<file path="config.mk">
export PLATFORM = sky130hd
export DESIGN_NAME = stereo_glasses_sync
export DESIGN_NICKNAME = d
export VERILOG_FILES = /design/src/rtl/stereo_sync_pkg.sv /design/src/rtl/stereo_glasses_sync.sv /design/src/rtl/sync_two_ff.sv
export SDC_FILE = /design/constraint.sdc
export NUM_CORES = 1
export LEC_CHECK = 0
export ABC_AREA = 1
export BUFFER_PORTS_ARGS = -buffer_cell sky130_fd_sc_hd__buf_2
export CAP_MARGIN = 20
export CORE_MARGIN = 2
export CORE_UTILIZATION = 70
export DETAILED_ROUTE_END_ITERATION = 8
export PLACE_DENSITY = 0.88
export SYNTH_ARGS = -nofsm -noshare
export SYNTH_HDL_FRONTEND = slang
export SYNTH_SLANG_ARGS = --single-unit
</file>
<file path="constraint.sdc">
create_clock -name clk_in -period 11.4 [get_ports clk_in]
set_input_delay 2.85 -clock clk_in [delete_from_list [all_inputs] [get_ports clk_in]]
set_output_delay 2.85 -clock clk_in [all_outputs]
set_load 0.05 [all_outputs]
</file>
<file path="src/rtl/stereo_sync_pkg.sv">
// constants for the stereo glasses sync block
// assumes a single 200 MHz clock; times are kept in microseconds
`default_nettype none

package stereo_sync_pkg;

    localparam longint unsigned CLK_PERIOD_PS = 5000;
    localparam longint unsigned PS_PER_US = 1000000;

    // frame counter width; covers the slowest supported frame plus margin
    localparam int CNT_W = 22;
    localparam int PW_W = 13;

    // eye-select lead ahead of the frame-start vsync edge
    localparam longint unsigned TOGGLE_LEAD_US = 1000;
    // least pulse offset before frame end, above the 500 us floor
    localparam longint unsigned OFFSET_B_US = 510;
    localparam longint unsigned OFFSET_B_FLOOR_US = 500;
    // least time from frame start to pulse, above the 2000 us floor
    localparam longint unsigned GAP_E_US = 2001;
    localparam longint unsigned WIDTH_A_MIN_US = 20;
    localparam longint unsigned WIDTH_A_MAX_US = 32;
    localparam longint unsigned DELTA_D_MIN_US = 128;
    localparam longint unsigned DELTA_D_MAX_US = 163;
    localparam longint unsigned RATE_MIN_HZ = 98;
    localparam longint unsigned RATE_MAX_HZ = 122;
    localparam longint unsigned PS_PER_S = 64'h0000_00E8_D4A5_1000;

    localparam longint unsigned TOGGLE_CYC =
        (TOGGLE_LEAD_US * PS_PER_US) / CLK_PERIOD_PS;
    localparam longint unsigned OFFSET_B_CYC =
        (OFFSET_B_US * PS_PER_US + CLK_PERIOD_PS - 1) / CLK_PERIOD_PS;
    localparam longint unsigned GAP_E_CYC =
        (GAP_E_US * PS_PER_US + CLK_PERIOD_PS - 1) / CLK_PERIOD_PS;
    localparam longint unsigned WIDTH_A_MIN_CYC =
        (WIDTH_A_MIN_US * PS_PER_US + CLK_PERIOD_PS - 1) / CLK_PERIOD_PS;
    localparam longint unsigned WIDTH_A_MAX_CYC =
        (WIDTH_A_MAX_US * PS_PER_US) / CLK_PERIOD_PS;
    localparam longint unsigned DELTA_D_MIN_CYC =
        (DELTA_D_MIN_US * PS_PER_US + CLK_PERIOD_PS - 1) / CLK_PERIOD_PS;
    localparam longint unsigned DELTA_D_MAX_CYC =
        (DELTA_D_MAX_US * PS_PER_US) / CLK_PERIOD_PS;
    // frame period window in cycles from the supported input rates
    localparam longint unsigned PERIOD_MIN_CYC =
        PS_PER_S / (RATE_MAX_HZ * CLK_PERIOD_PS);
    localparam longint unsigned PERIOD_MAX_CYC =
        (PS_PER_S + RATE_MIN_HZ * CLK_PERIOD_PS - 1)
        / (RATE_MIN_HZ * CLK_PERIOD_PS);

    // pulse colour codes towards the illumination driver
    localparam logic [1:0] COLOR_RED = 2'h0;
    localparam logic [1:0] COLOR_GREEN = 2'h1;
    localparam logic [1:0] COLOR_BLUE = 2'h2;

    localparam logic EYE_LEFT = 1'h1;
    localparam logic EYE_RIGHT = 1'h0;

endpackage : stereo_sync_pkg

`default_nettype wire

</file>
<file path="src/rtl/stereo_glasses_sync.sv">
// stereo shutter-glasses sync: eye-select level and light-encoded pulse
// assumes vsync and frame eye come from pins; other inputs are on clk_in
//
// Functional notes
// - sync outputs only while 3D is active
// - eye-select high for left, low right
// - eye-select changes 1 ms before vsync
// - one light pulse per frame, shutters closed
// - tell illumination driver when to light
// - light off while shutters closed, except pulse; code gates this in link mode only
// - pulse colour red recommended, never blue
// - offset alternates B and B+D, B>500us
// - C always equals B plus D
// - pulse width A within 20 to 32 us
// - delta D within 128 to 163 us
// - 98 to 122 Hz frames, E over 2000us
`default_nettype none

module stereo_glasses_sync #(
    parameter int unsigned TOGGLE_CYC = 32'(stereo_sync_pkg::TOGGLE_CYC),
    parameter int unsigned OFFSET_B_CYC = 32'(stereo_sync_pkg::OFFSET_B_CYC),
    parameter int unsigned GAP_E_CYC = 32'(stereo_sync_pkg::GAP_E_CYC),
    parameter int unsigned A_MIN_CYC = 32'(stereo_sync_pkg::WIDTH_A_MIN_CYC),
    parameter int unsigned A_MAX_CYC = 32'(stereo_sync_pkg::WIDTH_A_MAX_CYC),
    parameter int unsigned D_MIN_CYC = 32'(stereo_sync_pkg::DELTA_D_MIN_CYC),
    parameter int unsigned D_MAX_CYC = 32'(stereo_sync_pkg::DELTA_D_MAX_CYC),
    parameter int unsigned PER_MIN_CYC = 32'(stereo_sync_pkg::PERIOD_MIN_CYC),
    parameter int unsigned PER_MAX_CYC = 32'(stereo_sync_pkg::PERIOD_MAX_CYC)
) (
    input wire logic clk_in,
    input wire logic nrst_in,
    input wire logic ce_in,
    input wire logic vsync_in,
    input wire logic frame_left_in,
    input wire logic enable_3d_in,
    input wire logic link_mode_in,
    input wire logic illum_req_in,
    input wire logic [1:0] color_sel_in,
    output logic eye_select_out,
    output logic light_on_out,
    output logic [1:0] pulse_color_out,
    output logic sync_active_out
);

    localparam int CW = stereo_sync_pkg::CNT_W;
    localparam int PW = stereo_sync_pkg::PW_W;
    localparam logic [CW-1:0] TOG = CW'(TOGGLE_CYC);
    localparam logic [CW-1:0] OFF_B = CW'(OFFSET_B_CYC);
    localparam logic [CW-1:0] GAP_E = CW'(GAP_E_CYC);
    localparam logic [CW-1:0] A_MIN = CW'(A_MIN_CYC);
    localparam logic [CW-1:0] A_MAX = CW'(A_MAX_CYC);
    localparam logic [CW-1:0] D_MIN = CW'(D_MIN_CYC);
    localparam logic [CW-1:0] D_MAX = CW'(D_MAX_CYC);
    localparam logic [CW-1:0] PER_MIN = CW'(PER_MIN_CYC);
    localparam logic [CW-1:0] PER_MAX = CW'(PER_MAX_CYC);
    localparam logic [CW-1:0] CNT_TOP = '1;

    typedef enum logic {ST_WAIT, ST_RUN} sync_state_t;

    logic [1:0] pin_s;
    logic vs_s;
    logic left_s;

    sync_two_ff #(
        .W(2)
    ) u_pin_sync (
        .clk_in(clk_in),
        .nrst_in(nrst_in),
        .ce_in(ce_in),
        .d_in({vsync_in, frame_left_in}),
        .q_out(pin_s)
    );

    assign vs_s = pin_s[1];
    assign left_s = pin_s[0];

    sync_state_t st_q, st_d;
    logic vs_prev_q, vs_prev_d;
    logic [CW-1:0] cnt_q, cnt_d;
    logic [CW-1:0] per_q, per_d;
    logic eye_q, eye_d;
    logic closed_q, closed_d;
    logic pulse_q, pulse_d;
    logic done_q, done_d;
    logic alt_q, alt_d;
    logic [PW-1:0] pcnt_q, pcnt_d;
    logic light_q, light_d;
    logic gate_q, gate_d;
    logic [1:0] color_q, color_d;
    logic active_q, active_d;

    logic vs_rise;
    logic rate_ok;
    logic active;
    logic toggle_hit;
    logic [CW-1:0] a_cyc;
    logic [CW-1:0] d_cyc;
    logic [CW-1:0] c_cyc;
    logic [CW-1:0] start_pt;
    logic pulse_go;

    function automatic logic [CW-1:0] clamp(input logic [CW-1:0] v,
                                            input logic [CW-1:0] lo,
                                            input logic [CW-1:0] hi);
        logic [CW-1:0] r;
        r = v;
        if (v < lo)
        begin
            r = lo;
        end
        else if (v > hi)
        begin
            r = hi;
        end
        return r;
    endfunction : clamp

    always_comb
    begin
        vs_rise = vs_s & ~vs_prev_q;
        rate_ok = (cnt_q >= PER_MIN) && (cnt_q <= PER_MAX);
        active = (st_q == ST_RUN) && enable_3d_in;
        // both figures track the frame period, as their nominal values do
        a_cyc = clamp((per_q >> 8) - (per_q >> 10), A_MIN, A_MAX);
        d_cyc = clamp(per_q >> 6, D_MIN, D_MAX);
        c_cyc = OFF_B + d_cyc;
        start_pt = per_q - (alt_q ? c_cyc : OFF_B);
        toggle_hit = active && (cnt_q == per_q - TOG);
        pulse_go = link_mode_in && active && closed_q && !done_q
                   && !pulse_q && (cnt_q == start_pt)
                   && (cnt_q >= GAP_E);
    end

    always_comb
    begin
        st_d = st_q;
        vs_prev_d = vs_s;
        cnt_d = (cnt_q == CNT_TOP) ? cnt_q : cnt_q + 1'h1;
        per_d = per_q;
        eye_d = eye_q;
        closed_d = closed_q;
        pulse_d = pulse_q;
        done_d = done_q;
        alt_d = alt_q;
        pcnt_d = pcnt_q;
        if (vs_rise)
        begin
            cnt_d = '0;
            per_d = cnt_q;
            st_d = (rate_ok && enable_3d_in) ? ST_RUN : ST_WAIT;
            closed_d = 1'h0;
            pulse_d = 1'h0;
            done_d = 1'h0;
        end
        else
        begin
            if (toggle_hit)
            begin
                // the coming frame shows the other eye
                eye_d = ~left_s;
                closed_d = 1'h1;
            end
            if (pulse_go)
            begin
                pulse_d = 1'h1;
                alt_d = ~alt_q;
                pcnt_d = PW'(1);
            end
            else if (pulse_q)
            begin
                if (CW'(pcnt_q) >= a_cyc)
                begin
                    pulse_d = 1'h0;
                    done_d = 1'h1;
                end
                else
                begin
                    pcnt_d = pcnt_q + 1'h1;
                end
            end
        end
        active_d = (st_d == ST_RUN) && enable_3d_in;
        // keyed to the next state, so a frame that drops out of range
        // clears the eye level on the same edge as sync_active_out
        if (!active_d)
        begin
            eye_d = stereo_sync_pkg::EYE_RIGHT;
            pulse_d = 1'h0;
            closed_d = 1'h0;
        end
        gate_d = link_mode_in && active_d && closed_d;
        // in link mode the closed-shutter window passes only the sync pulse; otherwise light follows illum_req_in
        light_d = gate_d ? pulse_d : illum_req_in;
        color_d = (color_sel_in == stereo_sync_pkg::COLOR_BLUE)
                  ? stereo_sync_pkg::COLOR_RED : color_sel_in;
    end

    always_ff @(posedge clk_in or negedge nrst_in)
    begin
        if (!nrst_in)
        begin
            st_q <= ST_WAIT;
            vs_prev_q <= 1'h0;
            cnt_q <= '0;
            per_q <= '0;
            eye_q <= stereo_sync_pkg::EYE_RIGHT;
            closed_q <= 1'h0;
            pulse_q <= 1'h0;
            done_q <= 1'h0;
            alt_q <= 1'h0;
            pcnt_q <= '0;
            light_q <= 1'h0;
            gate_q <= 1'h0;
            color_q <= stereo_sync_pkg::COLOR_RED;
            active_q <= 1'h0;
        end
        else if (ce_in)
        begin
            st_q <= st_d;
            vs_prev_q <= vs_prev_d;
            cnt_q <= cnt_d;
            per_q <= per_d;
            eye_q <= eye_d;
            closed_q <= closed_d;
            pulse_q <= pulse_d;
            done_q <= done_d;
            alt_q <= alt_d;
            pcnt_q <= pcnt_d;
            light_q <= light_d;
            gate_q <= gate_d;
            color_q <= color_d;
            active_q <= active_d;
        end
    end

    assign eye_select_out = eye_q;
    assign light_on_out = light_q;
    assign pulse_color_out = color_q;
    assign sync_active_out = active_q;

    // checks; helper counts pulses within one frame
    logic [1:0] npulse_q;
    logic [CW-1:0] lead_q;
    always_ff @(posedge clk_in or negedge nrst_in)
    begin
        if (!nrst_in)
        begin
            npulse_q <= '0;
            lead_q <= '0;
        end
        else if (ce_in)
        begin
            if (vs_rise)
            begin
                npulse_q <= '0;
            end
            else if (pulse_go && npulse_q != 2'h3)
            begin
                npulse_q <= npulse_q + 1'h1;
            end
            if (toggle_hit)
            begin
                lead_q <= '0;
            end
            else if (lead_q != CNT_TOP)
            begin
                lead_q <= lead_q + 1'h1;
            end
        end
    end
endmodule : stereo_glasses_sync

`default_nettype wire

</file>
<file path="src/rtl/sync_two_ff.sv">
// two flip-flop synchroniser for pin-level inputs
// assumes inputs are levels slower than the clock; ce freezes it
`default_nettype none

module sync_two_ff #(
    parameter int W = 1
) (
    input wire logic clk_in,
    input wire logic nrst_in,
    input wire logic ce_in,
    input wire logic [W-1:0] d_in,
    output logic [W-1:0] q_out
);

    logic [W-1:0] meta_q;
    logic [W-1:0] meta_d;
    logic [W-1:0] q_d;

    always_comb
    begin
        meta_d = ce_in ? d_in : meta_q;
        q_d = ce_in ? meta_q : q_out;
    end

    always_ff @(posedge clk_in or negedge nrst_in)
    begin
        if (!nrst_in)
        begin
            meta_q <= '0;
            q_out <= '0;
        end
        else
        begin
            meta_q <= meta_d;
            q_out <= q_d;
        end
    end

endmodule : sync_two_ff

`default_nettype wire

</file>
# [After elaboration in Yosys (flattened, before gate mapping)]
# Index checks and enable logic that the tools add are counted.
[op_classes] addsub=6 n_lt_le_gt_ge=8 eq_ne=9 n_mux=29 bitwise_logic=5 reduce_logical=24
[op_table] op="two-way mux 22 bit" count=6
[op_table] op="equality test 22 bit" count=2
[op_table] op="two-way mux 13 bit" count=3
[op_table] op="adder 17 x 22 -> 22 bit, first input constant" count=1
[op_table] op="adder 22 x 1 -> 22 bit, second input constant" count=1
[op_table] op="equality test 22 bit, second input constant" count=1
[op_table] op=">= comparator 13 x 22 -> 1 bit" count=1
[op_table] op=">= comparator 22 x 19 -> 1 bit, second input constant" count=1
[op_table] op=">= comparator 22 x 21 -> 1 bit, second input constant" count=1
[op_table] op="> comparator 22 x 13 -> 1 bit, second input constant" count=1
[op_table] op="<= comparator 22 x 21 -> 1 bit, second input constant" count=1
[op_table] op="< comparator 22 x 12 -> 1 bit, second input constant" count=1
[op_table] op="subtractor 22 x 18 -> 22 bit, second input constant" count=1
[op_table] op="subtractor 22 bit" count=1
[op_table] op="two-way mux 1 bit" count=18
[op_table] op="> comparator 16 x 15 -> 1 bit, second input constant" count=1
[op_table] op="< comparator 16 x 15 -> 1 bit, second input constant" count=1
[op_table] op="two-way mux 16 bit" count=1
[op_table] op="subtractor 14 x 12 -> 15 bit" count=1
[op_table] op="adder 13 x 1 -> 13 bit, second input constant" count=1
[op_table] op="logical AND 1 bit" count=13
[op_table] op="inequality test 2 bit, second input constant" count=4
[op_table] op="AND reduction 4 bit" count=2
[op_table] op="AND reduction 3 bit" count=2
[op_table] op="8 further kinds" count=15
[word_totals] regBits=72 in_bits=10 output_inout_bits=5 elab_cells=96

# [Depth between registers and ports, before layout]
[logic_depth] ltp_word=13 depth_mapped=38 depth_no_buf=36

# [By module]
# From an unflattened synthesis, not the netlist that was laid out.
[unflattened] cells_unflattened=1208 hier_area_um2=7547.2
[modules_own_cells] mod="stereo_glasses_sync" n_inst=1 cells_per_inst=1191 area_per_inst_um2=7398.3 seq_area_each_um2=1701.6
[modules_own_cells] mod="sync_two_ff" n_inst=1 cells_per_inst=17 area_per_inst_um2=148.9 seq_area_each_um2=100.1

# [Worst setup path after synthesis]
# No wires, ideal clock.
[synth_path] kind="register to register" from="register per_q[13]" to="register pcnt_q[7]" setup_ns=0.117 arrival_time_ns=4.043 t_required_ns=11.283 setup_slack_ns=7.240 stages_incl_launch_ff=31 n_path_buf=1 period_less_slack_ns=4.160 cell_sequence="dfrtp_1 nor2_1 nor3_1 o21ai_1 nand2_1 nor2_1 nand2_1 ha_1 inv_1 nand4_1 o311ai_0 xor2_1 nor2_1 ha_1 nand2_1 nor2_1 nand2_1 nand3b_1 nand3_1 nand2_1 nand3_1 nand2_1 nor2_1 nand2_1 nor2_2 nand4_4 nand2_4 nand2_4 buf_6 nand2_1 nand2_1"
[synth_between] elab_chain_cells=11 elab_cells_between_ends=20 cone_classes="add/sub (3); order compare (5); eq/ne (2); mux (6); reduce/logical (4)"
[synth_rtl] item="start: declaration" line="stereo_glasses_sync.sv:80" rtl="logic [CW-1:0] per_q, per_d;"
[synth_rtl] item="start signal: assignment" line="stereo_glasses_sync.sv:222" rtl="per_q <= per_d;"
[synth_rtl] item="> comparator 16 x 15 -> 1 bit" line="stereo_glasses_sync.sv:111" rtl="else if (v > hi)"
[synth_rtl] item="two-way mux 16 bit" line="stereo_glasses_sync.sv:111"
[synth_rtl] item="two-way mux 22 bit" line="stereo_glasses_sync.sv:107" rtl="if (v < lo)"
[synth_rtl] item="adder 17 x 22 -> 22 bit" line="stereo_glasses_sync.sv:126" rtl="c_cyc = OFF_B + d_cyc;"
[synth_rtl] item="two-way mux 22 bit" line="stereo_glasses_sync.sv:127" rtl="start_pt = per_q - (alt_q ? c_cyc : OFF_B);"
[synth_rtl] item="subtractor 22 bit" line="stereo_glasses_sync.sv:127"
[synth_rtl] item="equality test 22 bit" line="stereo_glasses_sync.sv:130" rtl="&& !pulse_q && (cnt_q == start_pt)"
[synth_rtl] item="logical AND 1 bit" line="stereo_glasses_sync.sv:130"
[synth_rtl] item="logical AND 1 bit" line="stereo_glasses_sync.sv:131" rtl="&& (cnt_q >= GAP_E);"
[synth_rtl] item="inequality test 2 bit (no line) / nonzero test 2 bit (equally long branches)"
[synth_rtl] item="AND reduction 4 bit (no line)"
[synth_rtl] item="end signal: assignment" line="stereo_glasses_sync.sv:228" rtl="pcnt_q <= pcnt_d;"
[synth_rtl] item="end: declaration" line="stereo_glasses_sync.sv:86" rtl="logic [PW-1:0] pcnt_q, pcnt_d;"
# Several ways; a longest one is shown, not always the timed one.
# A chain may end at the register's enable or synchronous reset.

# [Worst setup path in the final report]
[layout_path] from="register per_q[14]" to="register pcnt_q[3]"
# Same word-level chain as after synthesis.

==> metrics.log <==
INFO  metric run_status = completed
INFO  metric cell_area_after_synthesis = roughly 7400 um2
INFO  metric rrSetupSlack = about 6.3 ns
INFO  metric setup.worst_path.end = pcnt_q[3]
INFO  metric hpwl = 16030 um
INFO  metric htreeDepth = 3
INFO  metric core_region_area = ~10000 um2
INFO  metric postSynthCellCount = 1193
INFO  metric total_power = 0.8362 mW
INFO  metric synth-warning-count = 0
INFO  metric worst_ir_drop_vdd = approximately 120 uV
INFO  metric routed_via_density = slightly below 6
INFO  metric cp_data_arrival_time = 5.38 ns
INFO  metric worst_hold_path_type = reg -> reg
INFO  metric port_buffers = 14
INFO  metric die_outline_height = approximately 110 um
INFO  metric cts_inserted_buffers = 9
INFO  metric place_congestion = 1.006
INFO  metric clock_latency = around 0.36 ns
INFO  metric n_antenna_cell = 0
INFO  metric post-cts-setup-buffers = 0
INFO  metric cp_slowest_cell = sky130_fd_sc_hd__dfrtp_1
INFO  metric power_per_cell_area = roughly 110 nW/um2
INFO  metric grt_setup_unrepaired = false
INFO  metric maxCapViolations = 0
INFO  metric layout_worst_path_cycle_share = 0.4471
INFO  metric final-max-slew-violation-count = 0
INFO  metric total_leakage_power = ~4.3 nW
INFO  metric r2r_cells = 23
INFO  metric share_comb_of_total_power = 0.385
INFO  metric route.layer.met1.wl = roughly 9000 um
INFO  metric launch_point_of_the_critical_path = per_q[14]
INFO  metric power_frac_seq = 0.354
INFO  metric ys_seq_elements = 72
INFO  metric hold_viol = 0
INFO  metric crit-reg2reg-launch = per_q[14]
INFO  metric routedWlPerCell = between 15 and 20 um
INFO  metric clock-root-buffer = sky130_fd_sc_hd__clkbuf_8
INFO  metric async_flop_share = 1.000
INFO  metric fin_worst_skew = about 0.012 ns
INFO  metric ff_latch_area = between 1500 and 2000 um2
INFO  metric crit_top_cell = sky130_fd_sc_hd__nand2_1
INFO  metric cellInternalPower = slightly below 0.5 mW
INFO  metric critical_path.startpoint_type = register
INFO  metric holdBufCountCts = 0
INFO  metric cp.required = roughly 12 ns
INFO  metric timing.setup.critical_path_class = reg -> reg
INFO  metric wire_length_of_the_first_global_routing_pass = about 35000 um
INFO  metric synth_top_cell_by_area = sky130_fd_sc_hd__dfrtp_1
INFO  metric final_layout_size_suffix_gt1_frac = 0.04762
INFO  metric maximum_single_stage_delay_on_the_critical_path = about 0.56 ns
INFO  metric grt.total_usage = 0.3787
INFO  metric ys_types = 47
INFO  metric yosysTopAreaCellShare = 0.2431
INFO  metric synth_common_cells = sky130_fd_sc_hd__nand2_1, sky130_fd_sc_hd__inv_1, sky130_fd_sc_hd__nor2_1
INFO  metric synth.net_count = about 1300
INFO  metric fill_cells = around 920
INFO  metric synthTopCellsByArea = sky130_fd_sc_hd__dfrtp_1, sky130_fd_sc_hd__nand2_1, sky130_fd_sc_hd__inv_1
INFO  metric timing.setup.tns = 0 ns
INFO  metric drt_drc_violations_left = 0
INFO  metric grt_max_degree = 73
INFO  metric cts_resized = 0
INFO  metric met2_wirelength = 9119 um
INFO  metric cts.sinks = just over 70
INFO  metric cp_num_cells = 23
INFO  metric maxSlewHeadroom = 0.2742
INFO  metric finalSetupViolCount = 0
INFO  metric worst_path_buf_inv = 4
INFO  metric synth_most_common_cell = sky130_fd_sc_hd__nand2_1
INFO  metric multi_input_comb_area = 4828 um2
INFO  metric worstPathMaxFanout = 12
INFO  metric power.share.switching = 0.4125
INFO  metric critPathTopFamily = simple AND/OR/NAND/NOR gates
INFO  metric drt_iter0_markers = ~860
INFO  metric detailroute.wirelength.met3 = between 2000 and 2500 um
INFO  metric clock_power_share = 0.262
INFO  metric area_grow_syn2layout = 4.507%
INFO  metric clk_path_buf_depth = 2
INFO  metric power.net_switching = about 0.34 mW
INFO  metric tritoncts = built
INFO  metric worstReg2RegEnd = pcnt_q[3]
INFO  metric avgSynthCellArea = slightly above 6 um2
INFO  metric vias_in_the_first_global_route = around 7300
INFO  metric die_w = between 100 and 150 um
INFO  metric max_freq = between 150 and 200 MHz
INFO  metric cts.clk_slew.worst_paths = 0.09 ns
INFO  metric portion_of_the_post_synthesis_area_used_by_sequential_elements = 0.2431
INFO  metric drt_first_pass_iters = 7
INFO  metric finish.net_count = about 1300
INFO  metric vias = 7847
INFO  metric timing.critical_path.to_type = register
INFO  metric cp_cell_sequence = clkinv_1 -> ha_1 -> a21oi_1 -> o21ai_1 -> a21oi_1 -> inv_1 -> nand2_1 -> nand2_1 -> nand4_1 -> nand2_1 -> o21ai_2 -> inv_1 -> nor2_1 -> nand2_2 -> nand2_1 -> nor2_1 -> ha_1 -> a21o_1 -> a221oi_1 -> nand4_1 -> inv_1 -> nand4_1 -> nand2_1
INFO  metric worstMarginPinSlew = around 1.1 ns
INFO  metric drtAntennaViolNets = 0
INFO  metric globalRouteOverflowTotal = 0
INFO  metric totalWireLength = slightly above 20000 um
INFO  metric highest_layer = met4
INFO  metric final_worst_path_period_need = just over 5 ns
INFO  metric synth-edff-count = 0
INFO  metric io_pins = 15
INFO  metric floorplan.initialDensity = 0.7180
INFO  metric synth_top_flop_cell = sky130_fd_sc_hd__dfrtp_1
INFO  metric grt_antenna_before_repair = 0
INFO  metric die_area = ~11000 um2
INFO  metric std_cell_rows = 37
[cell type report]
class / instances / area share
multi-input cells: 919 / 0.6233
flip-flops and latches: 72 / 0.2326
inverters: 175 / 0.08480
well taps: 136 / 0.02197
clock buffers: 9 / 0.01599
clock inverters: 7 / 0.01098
repair buffers: 15 / 0.01034
[worst min-delay path by stage]
stage	start	endpoint	cells after the start
detailed placement	pulse_color_out[0]	pulse_color_out[0]	2
global placement	u_pin_sync.meta_q[1]	u_pin_sync.meta_q[1]	2
floorplan	u_pin_sync.meta_q[0]	u_pin_sync.meta_q[0]	2
CTS	pulse_color_out[0]	pulse_color_out[0]	2
global route	pulse_color_out[1]	pulse_color_out[1]	2
finish	pulse_color_out[0]	pulse_color_out[0]	2
[layout by cell type, fill, tap and decap left out, drive strengths merged, types with 2 or more instances in the layout]
cell	count
nand4	34
clkinvlp	2
or2	4
ha	50
nor4	8
buf	15
nand3b	7
clkbuf	9
nand2	377
a221oi	2
inv	177
dfrtp	72
clkinv	2
nand3	94
fa	2
a31oi	4
o211ai	6
a211oi	2
xor2	34
a21oi	49
and2	2
o22ai	2
nor3	28
xnor2	20
a21boi	4
o21ai	77
nor2	108
[power by group through the flow]
stage	clock network [mW]	logic (mW)	registers, mW
3_3_place_gp	0	0.309	0.300
6_report	0.219	0.322	0.296
3_5_place_dp	0	0.318	0.300
5_1_grt	0.231	0.370	0.298
4_1_cts	0.220	0.319	0.295
2_1_floorplan	0	0.253	0.293
[state kept, by name (all words and copies together), names as in the netlist]
| register | cells |
|---|---|
| cnt_q | 22 |
| u_pin_sync.meta_q | 2 |
| pcnt_q | 13 |
| alt_q | 1 |
| sync_active_out | 1 |
| u_pin_sync.q_out | 2 |
| pulse_color_out | 2 |
| closed_q | 1 |
| light_on_out | 1 |
| per_q | 22 |
| vs_prev_q | 1 |
| eye_select_out | 1 |
| pulse_q | 1 |
| st_q | 1 |
| done_q | 1 |
[tightest hold or removal path, stage by stage (launching register included)]
cell                      delay [ns]
sky130_fd_sc_hd__dfrtp_1        0.36
sky130_fd_sc_hd__nand2_1        0.05
sky130_fd_sc_hd__nand2_1        0.05
[logic make-up after synthesis]
family / share of synthesized area
flip-flops: 0.2431
buffers and inverters: 0.1058
AND/OR/NAND/NOR: 0.3881
AO/OA/AOI/OAI: 0.1094
XOR/XNOR: 0.06381
adder cells (fa/ha/maj): 0.08980
[layer usage]
| metal | up-vias | global-route usage |
|---|---|---|
| met1 | 3566 | 0.5230 |
| met2 | 375 | 0.5946 |
| li1 | 3857 | - |
| met3 | 49 | 0.08267 |
| met4 | 0 | 0.1197 |
| met5 | - | 0 |
[through the flow]
| step | utilization | setup WS, ns | hold slack, ns | instances | instance area [um2] |
|---|---|---|---|---|---|
| after detailed placement | 0.7301 | 6.467 | 0.4576 | 1317 | 7537 |
| after CTS | 0.7503 | 6.393 | 0.4814 | 1333 | 7746 |
| after floorplan | - | 7.240 | 0.4422 | 1193 | 7412 |
| final | 0.7503 | 6.303 | 0.4798 | 1333 | 7746 |
| after global placement | 0.7301 | 6.562 | 0.4542 | 1317 | 7537 |
| after global routing | 0.7503 | 5.837 | 0.5042 | 1333 | 7746 |
Power figures use the tool's default switching activity.
